**src/hw/tcr_pkg.sv**
```systemverilog
// Constants for the transceiver control register bank
package tcr_pkg;
  localparam logic [2:0] ADDR_WDOG    = 3'h0;
  localparam logic [2:0] ADDR_PWR     = 3'h1;
  localparam logic [2:0] ADDR_ANA1    = 3'h2;
  localparam logic [2:0] ADDR_ASTAT   = 3'h3;
  localparam logic [2:0] ADDR_REV     = 3'h5;
  localparam logic [7:0] WDOG_RESET   = 8'h0f;
  localparam logic [7:0] PWR_RESET    = 8'h74;
  localparam logic [7:0] ANA1_RESET   = 8'h60;
  localparam logic [7:0] WDOG_MASK    = 8'h8f;
  localparam logic [7:0] PWR_MASK     = 8'h7f;
  localparam logic [7:0] ANA1_MASK    = 8'h7e;
  localparam int         WD_ARM_BIT   = 7;
  localparam int         PWR_HR_BIT   = 6;
  localparam int         PWR_SC_BIT   = 5;
  localparam int         PWR_CK_BIT   = 4;
  localparam int         PWR_ACT_BIT  = 3;
  localparam int         CLK_HZ       = 50000000;
  localparam int         WD_STEP_US   = 32768;
  localparam int         WD_STEP_CYC  = (CLK_HZ / 1000) * WD_STEP_US / 1000;
  localparam logic [7:0] REV_ID       = 8'h2a;
endpackage

```
**src/hw/tcr_regs.sv**
```systemverilog
// Control register bank with host watchdog, Avalon-MM slave
`timescale 1ns/1ps
module tcr_regs #(
  parameter int STEP_CYC = tcr_pkg::WD_STEP_CYC
) (
  input  wire logic       mclk,
  input  wire logic       rst,
  input  wire logic       ce,
  input  wire logic [2:0] avs_address,
  input  wire logic       avs_read,
  input  wire logic       avs_write,
  input  wire logic [7:0] avs_writedata,
  output logic      [7:0] avs_readdata,
  output logic            avs_waitrequest,
  input  wire logic [6:0] analog_status,
  input  wire logic       tx_active,
  output logic            watchdog_event,
  output logic            high_rail_regulator_on,
  output logic            second_converter_on,
  output logic            clock_out_on,
  output logic      [2:0] high_rail_current_trim,
  output logic      [6:0] monitor_ctrl,
  output logic            activity_pin_o,
  output logic            activity_pin_oe
);
  logic [7:0]  wdog_reg;
  logic [7:0]  pwr_reg;
  logic [7:0]  ana1_reg;
  logic [31:0] step_cnt_reg;
  logic [3:0]  steps_left_reg;
  logic        done_reg;

  // Answer one cycle after request: waitrequest low while done_reg high
  wire req      = (avs_read | avs_write) & ~done_reg;
  // Write lands on the answer edge, the one at which the master sees waitrequest low
  wire wr_fire  = ce & avs_write & done_reg;
  wire wr_wdog  = wr_fire & (avs_address == tcr_pkg::ADDR_WDOG);
  wire wr_pwr   = wr_fire & (avs_address == tcr_pkg::ADDR_PWR);
  wire wr_ana1  = wr_fire & (avs_address == tcr_pkg::ADDR_ANA1);
  wire reload   = wr_wdog & avs_writedata[tcr_pkg::WD_ARM_BIT];
  wire armed    = wdog_reg[tcr_pkg::WD_ARM_BIT];
  wire step_end = step_cnt_reg == STEP_CYC - 1;
  wire expire   = armed & ~reload & step_end & (steps_left_reg == 4'h0);

  logic [7:0] rd_mux;
  always_comb begin
    case (avs_address)
      tcr_pkg::ADDR_WDOG:  rd_mux = wdog_reg & tcr_pkg::WDOG_MASK;
      tcr_pkg::ADDR_PWR:   rd_mux = pwr_reg & tcr_pkg::PWR_MASK;
      tcr_pkg::ADDR_ANA1:  rd_mux = ana1_reg;
      tcr_pkg::ADDR_ASTAT: rd_mux = {1'b0, analog_status};
      tcr_pkg::ADDR_REV:   rd_mux = tcr_pkg::REV_ID;
      default:             rd_mux = 8'h00;
    endcase
  end

  always_ff @(posedge mclk) begin
    if (rst) begin
      avs_waitrequest <= 1'b1;
      done_reg        <= 1'b0;
      avs_readdata    <= 8'h00;
    end else if (ce) begin
      done_reg        <= req;
      avs_waitrequest <= ~req;
      if (req) begin
        avs_readdata <= avs_read ? rd_mux : 8'h00;
      end
    end
  end

  always_ff @(posedge mclk) begin
    if (rst) begin
      wdog_reg <= tcr_pkg::WDOG_RESET;
      pwr_reg  <= tcr_pkg::PWR_RESET;
      ana1_reg <= tcr_pkg::ANA1_RESET;
    end else if (ce) begin
      if (wr_wdog) begin
        wdog_reg <= avs_writedata & tcr_pkg::WDOG_MASK;
      end
      if (wr_pwr) begin
        pwr_reg <= avs_writedata & tcr_pkg::PWR_MASK;
      end
      if (wr_ana1) begin
        ana1_reg <= avs_writedata & tcr_pkg::ANA1_MASK;
      end
    end
  end

  // Countdown in steps of about 32.8 ms; code n gives n+1 steps
  always_ff @(posedge mclk) begin
    if (rst) begin
      step_cnt_reg   <= 32'h0;
      steps_left_reg <= 4'hf;
      watchdog_event <= 1'b0;
    end else if (ce) begin
      watchdog_event <= expire;
      if (reload) begin
        step_cnt_reg   <= 32'h0;
        steps_left_reg <= avs_writedata[3:0];
      end else if (!armed) begin
        step_cnt_reg   <= 32'h0;
        steps_left_reg <= wdog_reg[3:0];
      end else if (step_end) begin
        step_cnt_reg   <= 32'h0;
        // After expiry the period restarts so the event repeats
        steps_left_reg <= (steps_left_reg == 4'h0) ? wdog_reg[3:0] : steps_left_reg - 4'h1;
      end else begin
        step_cnt_reg <= step_cnt_reg + 32'h1;
      end
    end
  end

  // Independent cycle count since the last reload or period end, held at zero while disarmed, read only by the period checks
  logic [31:0] ref_cyc_reg;
  wire  [31:0] ref_period = 32'((32'(wdog_reg[3:0]) + 32'h1) * 32'(STEP_CYC));
  wire         ref_end    = ref_cyc_reg == ref_period - 32'h1;

  always_ff @(posedge mclk) begin
    if (rst) begin
      ref_cyc_reg <= 32'h0;
    end else if (ce) begin
      if (reload || !armed || ref_end) begin
        ref_cyc_reg <= 32'h0;
      end else begin
        ref_cyc_reg <= ref_cyc_reg + 32'h1;
      end
    end
  end

  always_ff @(posedge mclk) begin
    if (rst) begin
      high_rail_regulator_on <= tcr_pkg::PWR_RESET[tcr_pkg::PWR_HR_BIT];
      second_converter_on    <= tcr_pkg::PWR_RESET[tcr_pkg::PWR_SC_BIT];
      clock_out_on           <= tcr_pkg::PWR_RESET[tcr_pkg::PWR_CK_BIT];
      high_rail_current_trim <= tcr_pkg::PWR_RESET[2:0];
      monitor_ctrl           <= tcr_pkg::ANA1_RESET[7:1];
      activity_pin_o         <= 1'b0;
      activity_pin_oe        <= 1'b0;
    end else if (ce) begin
      high_rail_regulator_on <= pwr_reg[tcr_pkg::PWR_HR_BIT];
      second_converter_on    <= pwr_reg[tcr_pkg::PWR_SC_BIT];
      clock_out_on           <= pwr_reg[tcr_pkg::PWR_CK_BIT];
      high_rail_current_trim <= pwr_reg[2:0];
      monitor_ctrl           <= ana1_reg[7:1];
      activity_pin_o         <= tx_active & pwr_reg[tcr_pkg::PWR_ACT_BIT];
      activity_pin_oe        <= pwr_reg[tcr_pkg::PWR_ACT_BIT];
    end
  end
endmodule // tcr_regs

```
**config.mk**
```make
export PLATFORM = sky130hd
export DESIGN_NAME = tcr_regs
export DESIGN_NICKNAME = d
export VERILOG_FILES = /design/src/hw/tcr_pkg.sv /design/src/hw/tcr_regs.sv
export SDC_FILE = /design/constraint.sdc
export NUM_CORES = 1
export LEC_CHECK = 0
export BUFFER_PORTS_ARGS = -buffer_cell sky130_fd_sc_hd__buf_2
export CAP_MARGIN = 20
export CORE_ASPECT_RATIO = 0.9
export CORE_MARGIN = 2
export CORE_UTILIZATION = 49
export DETAILED_ROUTE_END_ITERATION = 12
export GPL_ROUTABILITY_DRIVEN = 0
export PLACE_DENSITY = 0.7
export SKIP_CTS_REPAIR_TIMING = 1
export SYNTH_ARGS = -nofsm -noshare
export SYNTH_HDL_FRONTEND = slang
export SYNTH_SLANG_ARGS = --single-unit
```
**constraint.sdc**
```tcl
create_clock -name mclk -period 4.3 [get_ports mclk]
set_clock_uncertainty 0.05 [all_clocks]
set_input_delay 0.215 -clock mclk [delete_from_list [all_inputs] [get_ports mclk]]
set_output_delay 0.215 -clock mclk [all_outputs]
set_load 0.1 [all_outputs]
```
# Word-level counts from Yosys, hierarchy flattened
# Index checks and enable logic that the tools add are counted.
[word_totals] ff_bits=79 output_inout_bits=25 wordCells=55
[classes] reduce_logical=7 bitwise=15 n_eq_ne=6 muxes=9 add_sub_neg=2
[ops] operator="32-bit two-way mux" count=3
[ops] operator="8-bit case mux with 5 select lines" count=1
[ops] operator="32-bit by 1-bit adder with 32-bit output, second input constant" count=1
[ops] operator="32-bit by 21-bit equality test with 1-bit output, second input constant" count=1
[ops] operator="4-bit two-way mux" count=4
[ops] operator="1-bit AND" count=11
[ops] operator="2-bit AND reduction" count=5
[ops] operator="8-bit two-way mux" count=1
[ops] operator="3-bit by 2-bit equality test with 1-bit output, second input constant" count=2
[ops] operator="4-bit logical NOT" count=1
[ops] operator="4-bit by 1-bit subtractor with 4-bit output, second input constant" count=1
[ops] operator="3-bit by 1-bit equality test with 1-bit output, second input constant" count=1
[ops] operator="3-bit equality test, second input constant" count=1
[ops] operator="3-bit logical NOT" count=1
[ops] operator="3-bit by 1-bit != test with 1-bit output, second input constant" count=1
[ops] operator="1-bit NOT" count=3
[ops] operator="1-bit bitwise OR" count=1

# Longest topological paths before layout
# Gate-level depths: netlist of run 1.
[logic_depth] ltp_word=8 depth_mapped=7 mapped_depth_nobuf=7

# Worst setup path before layout of run 1
# OpenSTA, ideal clock, no wires.
[synth_path] path_type="register -> register" from="reg step_cnt_reg[0]" to="reg watchdog_event" path_slack_ns=2.391 stages_incl_launch_ff=7 arrival_time_ns=1.789 path_cell_list="dfxtp_1 > ha_1 > and4_4 > nand2_2 > or3_4 > or4b_1 > a21oi_1"
[synth_via] elab_chain_cells=3
[synth_rtl] element="start, declared" line="tcr_regs.sv:29" text="logic [31:0] step_cnt_reg;"
[synth_rtl] element="start signal, assigned" line="tcr_regs.sv:108" text="step_cnt_reg <= step_cnt_reg + 32'h1;"
[synth_rtl] element="32-bit by 21-bit equality test with 1-bit output" line="tcr_regs.sv:42" text="wire step_end = step_cnt_reg == STEP_CYC - 1;"
[synth_rtl] element="1-bit AND (2 in series)" line="tcr_regs.sv:43" text="wire expire = armed & ~reload & step_end & (steps_left_reg == 4'h0);"
[synth_rtl] element="end signal, assigned" line="tcr_regs.sv:96" text="watchdog_event <= expire;"
[synth_rtl] element="end, declared" line="tcr_regs.sv:17" text="output logic watchdog_event,"
# No other way between the ends.
# A chain may end at the register's enable or synchronous reset.

# Final worst setup path of run 1
[layout_path] from="reg step_cnt_reg[5]" to="reg watchdog_event"
# The elaborated chain is that of the path after synthesis.

==> results.ini, run 1 <==
[die]
initial_core_util_pct=51.0
pin_count=49
die_x_um=94.4
dieArea_um2=8060
core_um2=7080
die_y_um=85.4
rows=29

[layout]
drive_gt1_share_pct=16.7
largest_reg_flops=32
fin_cells=543
area_delta_synth_final_pct=13.0
final_area_um2=4080
diodes=0
final_nets=471
fin_util_pct=57.6

[timing]
final-setup-viol-count=0
worst_slew_pin_slew_ns=0.911
slew_viol_final=0
fmax_mhz=434
grt_setup_unrepaired=no
min_period_ns=2.30
final.setup.tns_ns=0
post-route-period-util_pct=53.6
setup_ws_ns=2.00
whs_ns=0.0379
hold_viol=0
max_slew_margin_pct=39.0

[grt]
grt_max_degree=52
grt_pass1_vias=2690
busiest_layer=met1
grt_usage_pct=20.8
antenna_found_initial=0
met1_usage_pct=30.8
grt_util_met2_pct=30.3
grt-ovfl-total=0
grt_first_pass_wirelength_mm=13.2
use_met3_pct=5.33

[critical_path]
crit_required_ns=4.52
reg2reg_to=watchdog_event
cp-end-kind=flip-flop
crit_buf_inv=0
crit_path_max_fanout=11
cpPeakStageDelay_ns=0.48
reg2reg_setup_slack_ns=2.00
slowest_stage=or4b_1
path_cells=and4_1, nand3_1, or3_4, or4b_1, a21oi_1
critPathTopFamily=simple AND/OR/NAND/NOR gates
path_class=reg2reg
worst_ep_arrival_time_ns=2.53
r2r_cells=5
reg2reg_from=step_cnt_reg[5]
crit_path_start_kind=flip-flop

[run]
cap_viol_max_count=0

[yosys]
synth_fp_nets=434
ys.flop_type=dfxtp_1
netlist_top_cells_area=dfxtp_1 44%, nor2_1 7.2%, mux2i_1 6.4%
yosysUniqueCellTypes=51
synth_area_um2=3610
synthTopCellsByCount=79 x dfxtp_1, 69 x nor2_1, 23 x mux2i_1, 23 x xnor2_1, 20 x nand2_1
yosysTopAreaCellShare_pct=43.8
async_flop_share_pct=0
yosysTopAreaCell=dfxtp_1
synth_sequential_area_ratio_pct=43.8
synth_cells=408
avgSynthCellArea_um2=8.84
synth_most_common_cell=dfxtp_1
synth_seq_cells=79
ys_warn_count=0
synth_edf_count=0

[place]
postPlaceCellArea_um2=3870
dp.cells=526
pre_cts_slack_ns=1.42
dpl.hpwl_mm=5.50
port_buffers=47

[pwr]
power_mw=1.40
p_leak_nw=1.52
ir_drop_v=0.000237
power_density_nw_per_um2=343

[route]
drtAntennaViolNets=0
initialDrtViolationCount=189
drcViolationCount=0
avgViaCountPerCell=5.51
post_drt_wl_per_cell_um=14.8
first_pass_iters=4
vias=2991
wirelength_mm=8.04

[clocking]
cts-root-buf=clkbuf_8
numCtsBuffers=9
clkSinkCount=79
cts_tree=built
clk_latency_ns=0.35
htreeDepth=3
clk_pin_slew_ns=0.08
clockBufferDepth=2

[hold_path]
hold_path.class=in2reg
min-delay-start=avs_writedata[5]
min_to=pwr_reg[5]
hold-path-cell-count=2

[status]
status=complete, no violations

power breakdown:
group / internal (mW) / switching [mW] / leakage (nW) / total, mW
Clock: 0.257 / 0.271 / 0.0946 / 0.528
Sequential: 0.739 / 0.00520 / 0.639 / 0.744
Combinational: 0.0339 / 0.0914 / 0.788 / 0.125
Total: 1.03 / 0.368 / 1.52 / 1.40
metal layers:
metal	part of all wire [%]	vias to the layer above
met4	1.1	0
li1	-	1499
met5	0	-
met3	5.7	10
met1	51	1408
met2	43	74
area by class of cell:
type,count,area (um^2)
fillers,641,3000
multi-input cells,294,1890
flip-flops and latches,79,1580
repair buffers,48,250
clock buffers,12,165
well taps,93,116
inverters,13,48.8
clock inverters,4,28.8
layout by cell type, fill, tap and decap left out, types with 2 or more instances in the layout:
cell type   netlist  routed
and3_1            2       2
inv_1            13      13
clkbuf_8          0      12
buf_2             4      47
dfxtp_1          79      79
o21ai_1           2       2
clkinvlp_4        0       2
nand4_1           9       9
o311a_1           2       2
a211o_1          14      14
ha_1              2       2
mux2i_1          23      23
nor2_1           69      69
mux2_2            3       3
xnor2_1          23      23
a22oi_1           7       7
o21ai_0           8       8
nand2_1          20      20
or2_2             2       2
a22o_1            3       3
xor2_1            6       6
a211oi_1          3       3
nor4_1           10      10
a21o_1            2       2
a21oi_1          12      12
nor3_1           11      11
nand2b_1         10      10
and4_1            7       7
nand3_1          11      11
nor2b_1          13      13
logic make-up (layout without fill, tap and decap cells):
| group | after synthesis | count (layout) | share of synthesized area [%] |
|---|---|---|---|
| AOI/OAI and AO/OA | 59 | 59 | 11.6 |
| xor gates and xnor gates | 29 | 29 | 7.04 |
| adders and majority gates | 2 | 2 | 0.694 |
| buffers and inverters | 35 | 77 | 3.88 |
| DFF | 79 | 79 | 43.8 |
| muxes | 27 | 27 | 7.94 |
| other | 1 | 1 | 0.104 |
| and+or+nand+nor | 176 | 176 | 24.9 |
worst max-delay path by stage:
stage                     depth (start not counted)  slack (ns)              end             start
after floorplan                                   6        2.39   watchdog_event   step_cnt_reg[0]
after global placement                            6        1.55  step_cnt_reg[2]                ce
after detailed placement                          6        1.42  step_cnt_reg[6]                ce
after CTS                                         5        1.72  step_cnt_reg[6]  step_cnt_reg[27]
after global routing                              5        1.80   watchdog_event   step_cnt_reg[5]
final                                             5        2.00   watchdog_event   step_cnt_reg[5]
No activity file was read; power rests on OpenSTA's default activity.
==> run 2: changes to the inputs <==
- clock period: 4.3 -> 2.37 ns (I/O delays scaled with it)
==> results.ini, run 2 (synthesized netlist as in run 1, its figures left out) <==
[grt]
grt_max_degree=30  ; -42%
grt_first_pass_wirelength_mm=13.2  ; +0.16%
grt-ovfl-total=0  ; unchanged
antenna_found_initial=0  ; unchanged
grt_pass1_vias=2768  ; +2.9%
grt_usage_pct=20.9  ; +0.071 points

[route]
first_pass_iters=4  ; unchanged
vias=3016  ; +0.84%
avgViaCountPerCell=5.41  ; -1.9%
drtAntennaViolNets=0  ; unchanged
wirelength_mm=8.01  ; -0.29%
initialDrtViolationCount=195  ; +3.2%
post_drt_wl_per_cell_um=14.4  ; -3.0%
drcViolationCount=0  ; unchanged

[layout]
most-common-layout-cells=79 x dfxtp_1, 69 x nor2_1, 47 x buf_2
final_nets=486  ; +3.2%
area_delta_synth_final_pct=17.8
fin_cells=558  ; +2.8%
layout_commonest_cell=dfxtp_1
largest_reg_flops=32  ; unchanged
drive_gt1_share_pct=17.8  ; +1.2 points
diodes=0  ; unchanged
nFillCells=648  ; +1.1%

[run]
cap_viol_max_count=0  ; unchanged

[timing]
slew_viol_final=0  ; unchanged
max_slew_margin_pct=56.7  ; +18 points
final.setup.tns_ns=0  ; unchanged
setup_ws_ns=0.330  ; -1.67 ns
post-route-period-util_pct=86.1  ; +32 points
fmax_mhz=490  ; +13%
final-setup-viol-count=0  ; unchanged
hold_viol=0  ; unchanged
grt_setup_unrepaired=no
min_period_ns=2.04  ; -0.265 ns
worst_slew_pin_slew_ns=0.645  ; -0.266 ns

[clocking]
cts-root-buf=clkbuf_8
clockBufferDepth=2  ; unchanged
htreeDepth=3  ; unchanged
numCtsBuffers=9  ; unchanged
clk_pin_slew_ns=0.08  ; about the same
cts_tree=built
clk_latency_ns=0.35  ; about the same
clkSinkCount=79  ; unchanged

[die]
initial_core_util_pct=51.0  ; unchanged
dieArea_um2=8060  ; unchanged
core_um2=7080  ; unchanged
pin_count=49  ; unchanged
die_x_um=94.4  ; unchanged
die_y_um=85.4  ; unchanged
rows=29  ; unchanged

[pwr]
combPwrFrac_pct=8.6  ; -0.4 points
power_frac_clock_pct=43.2  ; +5.4 points
p_leak_nw=1.61  ; +5.9%
p_sw_mw=0.683  ; +86%
power_density_nw_per_um2=659  ; +92%
sequentialPowerShare_pct=48.2  ; -5.0 points
swShare_pct=24.4  ; -1.9 points
intPower_mw=2.12  ; +110%
ir_drop_v=0.000405  ; +71%

[hold_path]
min-delay-start=avs_read
hold_path.class=in2reg
min_to=avs_readdata[7]
hold-path-cell-count=3  ; +1

[place]
port_buffers=47  ; unchanged
dp.cells=535  ; +1.7%
dpl.hpwl_mm=5.71  ; +4.0%
pre_cts_slack_ns=0.355  ; -1.07 ns

[status]
status=complete, no violations

[critical_path]
crit_path_start_kind=flip-flop
reg2reg_setup_slack_ns=0.33  ; -1.67 ns
cp-end-kind=flip-flop
reg2reg_from=step_cnt_reg[0]
crit_path_max_fanout=5  ; -6
r2r_cells=6  ; +1
path_class=reg2reg
worst_ep_arrival_time_ns=2.27  ; -0.26 ns
reg2reg_to=watchdog_event
crit_required_ns=2.60  ; -1.92 ns

==> run 2: cell types whose count changed in the layout (fill, tap and decap cells not counted), sizes merged <==
cell | previous run | this run
clkinvlp | 2 | 1
inv | 13 | 14
clkbuf | 12 | 9
buf | 48 | 56
dlygate4sd3 | 0 | 7
bufinv | 0 | 3
==> run 2: metal layers <==
metal | GRT usage (%) | share of wire (%) | vias up
met3 | 4.97 | 4.9 | 9
met5 | 0 | 0 | -
met4 | 6.46 | 0.97 | 0
met2 | 30.8 | 44 | 52
met1 | 30.3 | 50 | 1430
li1 | - | - | 1525
==> run 2: layout make-up <==
type                            count  area (um^2)  area share, %
Multi-Input combinational cell    294         1890           44.4
Clock inverter                      7          120           2.83
Sequential cell                    79         1580           37.2
Timing Repair Buffer               63          373           8.78
Tap cell                           93          116           2.74
Clock buffer                        9          124           2.92
Inverter                           13         48.8           1.15
==> run 2: stage by stage <==
stage / util, % / total power, mW / instance area [um^2] / hold slack [ns]
global placement: 55.6 / 1.61 / 3940 / 0.289
global route: 60.1 / 2.91 / 4250 / 0.0152
CTS: 59.1 / 2.82 / 4180 / -0.0686
floorplan: - / 1.55 / 3610 / 0.186
detailed placement: 55.6 / 1.61 / 3940 / 0.296
finish: 60.1 / 2.80 / 4250 / 0.0233
==> run 2: worst max path at each step <==
| stage | start | endpoint | slack [ns] | cells after the start |
|---|---|---|---|---|
| final | step_cnt_reg[0] | watchdog_event | 0.33 | 6 |
| after detailed placement | step_cnt_reg[0] | watchdog_event | 0.36 | 6 |
| after CTS | step_cnt_reg[0] | watchdog_event | 0.33 | 6 |
| after floorplan | step_cnt_reg[0] | watchdog_event | 0.46 | 6 |
| after global placement | step_cnt_reg[0] | watchdog_event | 0.39 | 6 |
| after global routing | step_cnt_reg[0] | watchdog_event | 0.18 | 6 |
==> run 2: worst max-delay path, cell delays in order, from the launching register on <==
cell and delay, ns:
dfxtp_1 0.37, ha_1 0.18, and4_4 0.26, nand2_2 0.09, or3_4 0.40, or4b_1 0.47
a21oi_1 0.14
==> run 2: power groups by stage <==
stage	Combinational (mW)	Clock (mW)	Sequential (mW)
2_1_floorplan	0.102	0	1.45
3_3_place_gp	0.230	0	1.38
3_5_place_dp	0.231	0	1.38
4_1_cts	0.232	1.24	1.35
5_1_grt	0.260	1.29	1.35
6_report	0.240	1.21	1.35
==> run 3: changes to the inputs <==
- CAP_MARGIN: 20 -> 25
- MAX_ROUTING_LAYER: not set -> met4
- PLACE_DENSITY: 0.7 -> 0.77
==> results.ini, run 3 (synthesized netlist as in run 1, its figures left out) <==
[status]
status=complete, but fails checks
violations=negative hold slack

[route]
drtAntennaViolNets=0  ; unchanged
initialDrtViolationCount=209  ; +7.2%
first_pass_iters=5  ; +1
post_drt_wl_per_cell_um=14.5  ; +0.85%
vias=3002  ; -0.46%
drcViolationCount=0  ; unchanged
wirelength_mm=8.04  ; +0.31%
avgViaCountPerCell=5.41  ; about the same

[clocking]
clockBufferDepth=2  ; unchanged
clk_latency_ns=0.35  ; about the same
cts_tree=built
htreeDepth=3  ; unchanged
clk_pin_slew_ns=0.08  ; about the same
clkSinkCount=79  ; unchanged
numCtsBuffers=9  ; unchanged
cts-root-buf=clkbuf_8

[timing]
worst_slew_pin_slew_ns=0.648  ; +0.00293 ns
min_period_ns=2.05  ; +0.00698 ns
grt_setup_unrepaired=no
fmax_mhz=489  ; -0.34%
max_slew_margin_pct=56.5  ; -0.20 points
hold_viol=1  ; +1
post-route-period-util_pct=86.4  ; +0.29 points
final.setup.tns_ns=0  ; unchanged
slew_viol_final=0  ; unchanged
whs_ns=-0.000520  ; -0.0238 ns
final-setup-viol-count=0  ; unchanged

[grt]
grt_max_degree=31  ; +3.3%
antenna_found_initial=0  ; unchanged
grt-ovfl-total=0  ; unchanged
grt_usage_pct=21.6  ; +0.73 points
grt_first_pass_wirelength_mm=13.3  ; +0.78%
grt_pass1_vias=2704  ; -2.3%

[layout]
layout_commonest_cell=dfxtp_1
diodes=0  ; unchanged
drive_gt1_share_pct=17.7  ; -0.10 points
final_area_um2=4160  ; -2.1%
final_nets=483  ; -0.62%
nFillCells=634  ; -2.2%
area_delta_synth_final_pct=15.4
most-common-layout-cells=79 x dfxtp_1, 69 x nor2_1, 47 x buf_2
largest_reg_flops=32  ; unchanged
fin_cells=555  ; -0.54%

[die]
initial_core_util_pct=51.0  ; unchanged
pin_count=49  ; unchanged
rows=29  ; unchanged
dieArea_um2=8060  ; unchanged
die_x_um=94.4  ; unchanged
die_y_um=85.4  ; unchanged
core_um2=7080  ; unchanged

[critical_path]
path_class=reg2reg
cp-end-kind=flip-flop
reg2reg_setup_slack_ns=0.32  ; about the same
crit_required_ns=2.60  ; about the same
crit_path_max_fanout=5  ; unchanged
crit_path_start_kind=flip-flop
worst_ep_arrival_time_ns=2.28  ; about the same

[place]
dp.cells=534  ; -0.19%
dpl.hpwl_mm=5.57  ; -2.4%
postPlaceCellArea_um2=3930  ; -0.19%
port_buffers=47  ; unchanged

[pwr]
ir_drop_v=0.000460  ; +13%
p_leak_nw=1.57  ; -2.8%
power_density_nw_per_um2=603  ; -8.5%

[run]
cap_viol_max_count=0  ; unchanged

[hold_path]
hold_path.class=in2reg

run 3: changes by cell type in the layout (fill, tap and decap cells not counted):
cell	before	now
clkbuf_8	9	11
bufinv_16	3	0
clkinvlp_4	1	3
inv_6	1	0
clkinv_4	1	0
buf_4	9	8
dlygate4sd3_1	7	5
clkinv_2	1	2
run 3: per-stage QoR:
stage | setup slack, ns | total power, mW | utilization (%)
2_1_floorplan | 0.461 | 1.55 | -
3_3_place_gp | 0.386 | 1.61 | 55.5
3_5_place_dp | 0.337 | 1.61 | 55.5
4_1_cts | 0.315 | 2.52 | 58.1
5_1_grt | 0.194 | 2.61 | 58.8
6_report | 0.323 | 2.51 | 58.8
run 3: per-layer routing:
layer  up-vias  wire [um]  track usage (%)  share of wire (%)
li1       1525          -                -                  -
met1      1401       4060             30.8                 50
met2        67       3530             30.3                 44
met3         9        381             4.71                4.7
met4         0         76             7.11               0.95
met5         -          0                -                  0
run 3: worst paths after layout:
check	from	end	cells after the start
min	avs_writedata[0]	wdog_reg[0]	3
min reg2reg	avs_readdata[1]	avs_readdata[1]	2
max	step_cnt_reg[0]	watchdog_event	6
max reg2reg	step_cnt_reg[0]	watchdog_event	6
run 3: power by group:
group | switching, mW | leakage, nW | internal (mW)
registers | 0.00900 | 0.639 | 1.34
logic | 0.169 | 0.840 | 0.0700
clock network | 0.486 | 0.0873 | 0.434
total | 0.664 | 1.57 | 1.84
run 3: final cells by class:
| type | count | area [um^2] | area share [%] |
|---|---|---|---|
| clock buffers | 11 | 151 | 3.64 |
| clock inverters | 5 | 32.5 | 0.782 |
| inverters | 13 | 48.8 | 1.17 |
| multi-input cells | 294 | 1890 | 45.3 |
| flip-flops and latches | 79 | 1580 | 38.0 |
| well taps | 93 | 116 | 2.80 |
| repair buffers | 60 | 345 | 8.30 |
run 3: worst max-delay path, stage by stage, from the launching register on:
cell and delay, ns:
dfxtp_1 0.37, ha_1 0.18, and4_4 0.26, nand2_2 0.10, or3_4 0.40, or4b_1 0.47
a21oi_1 0.15
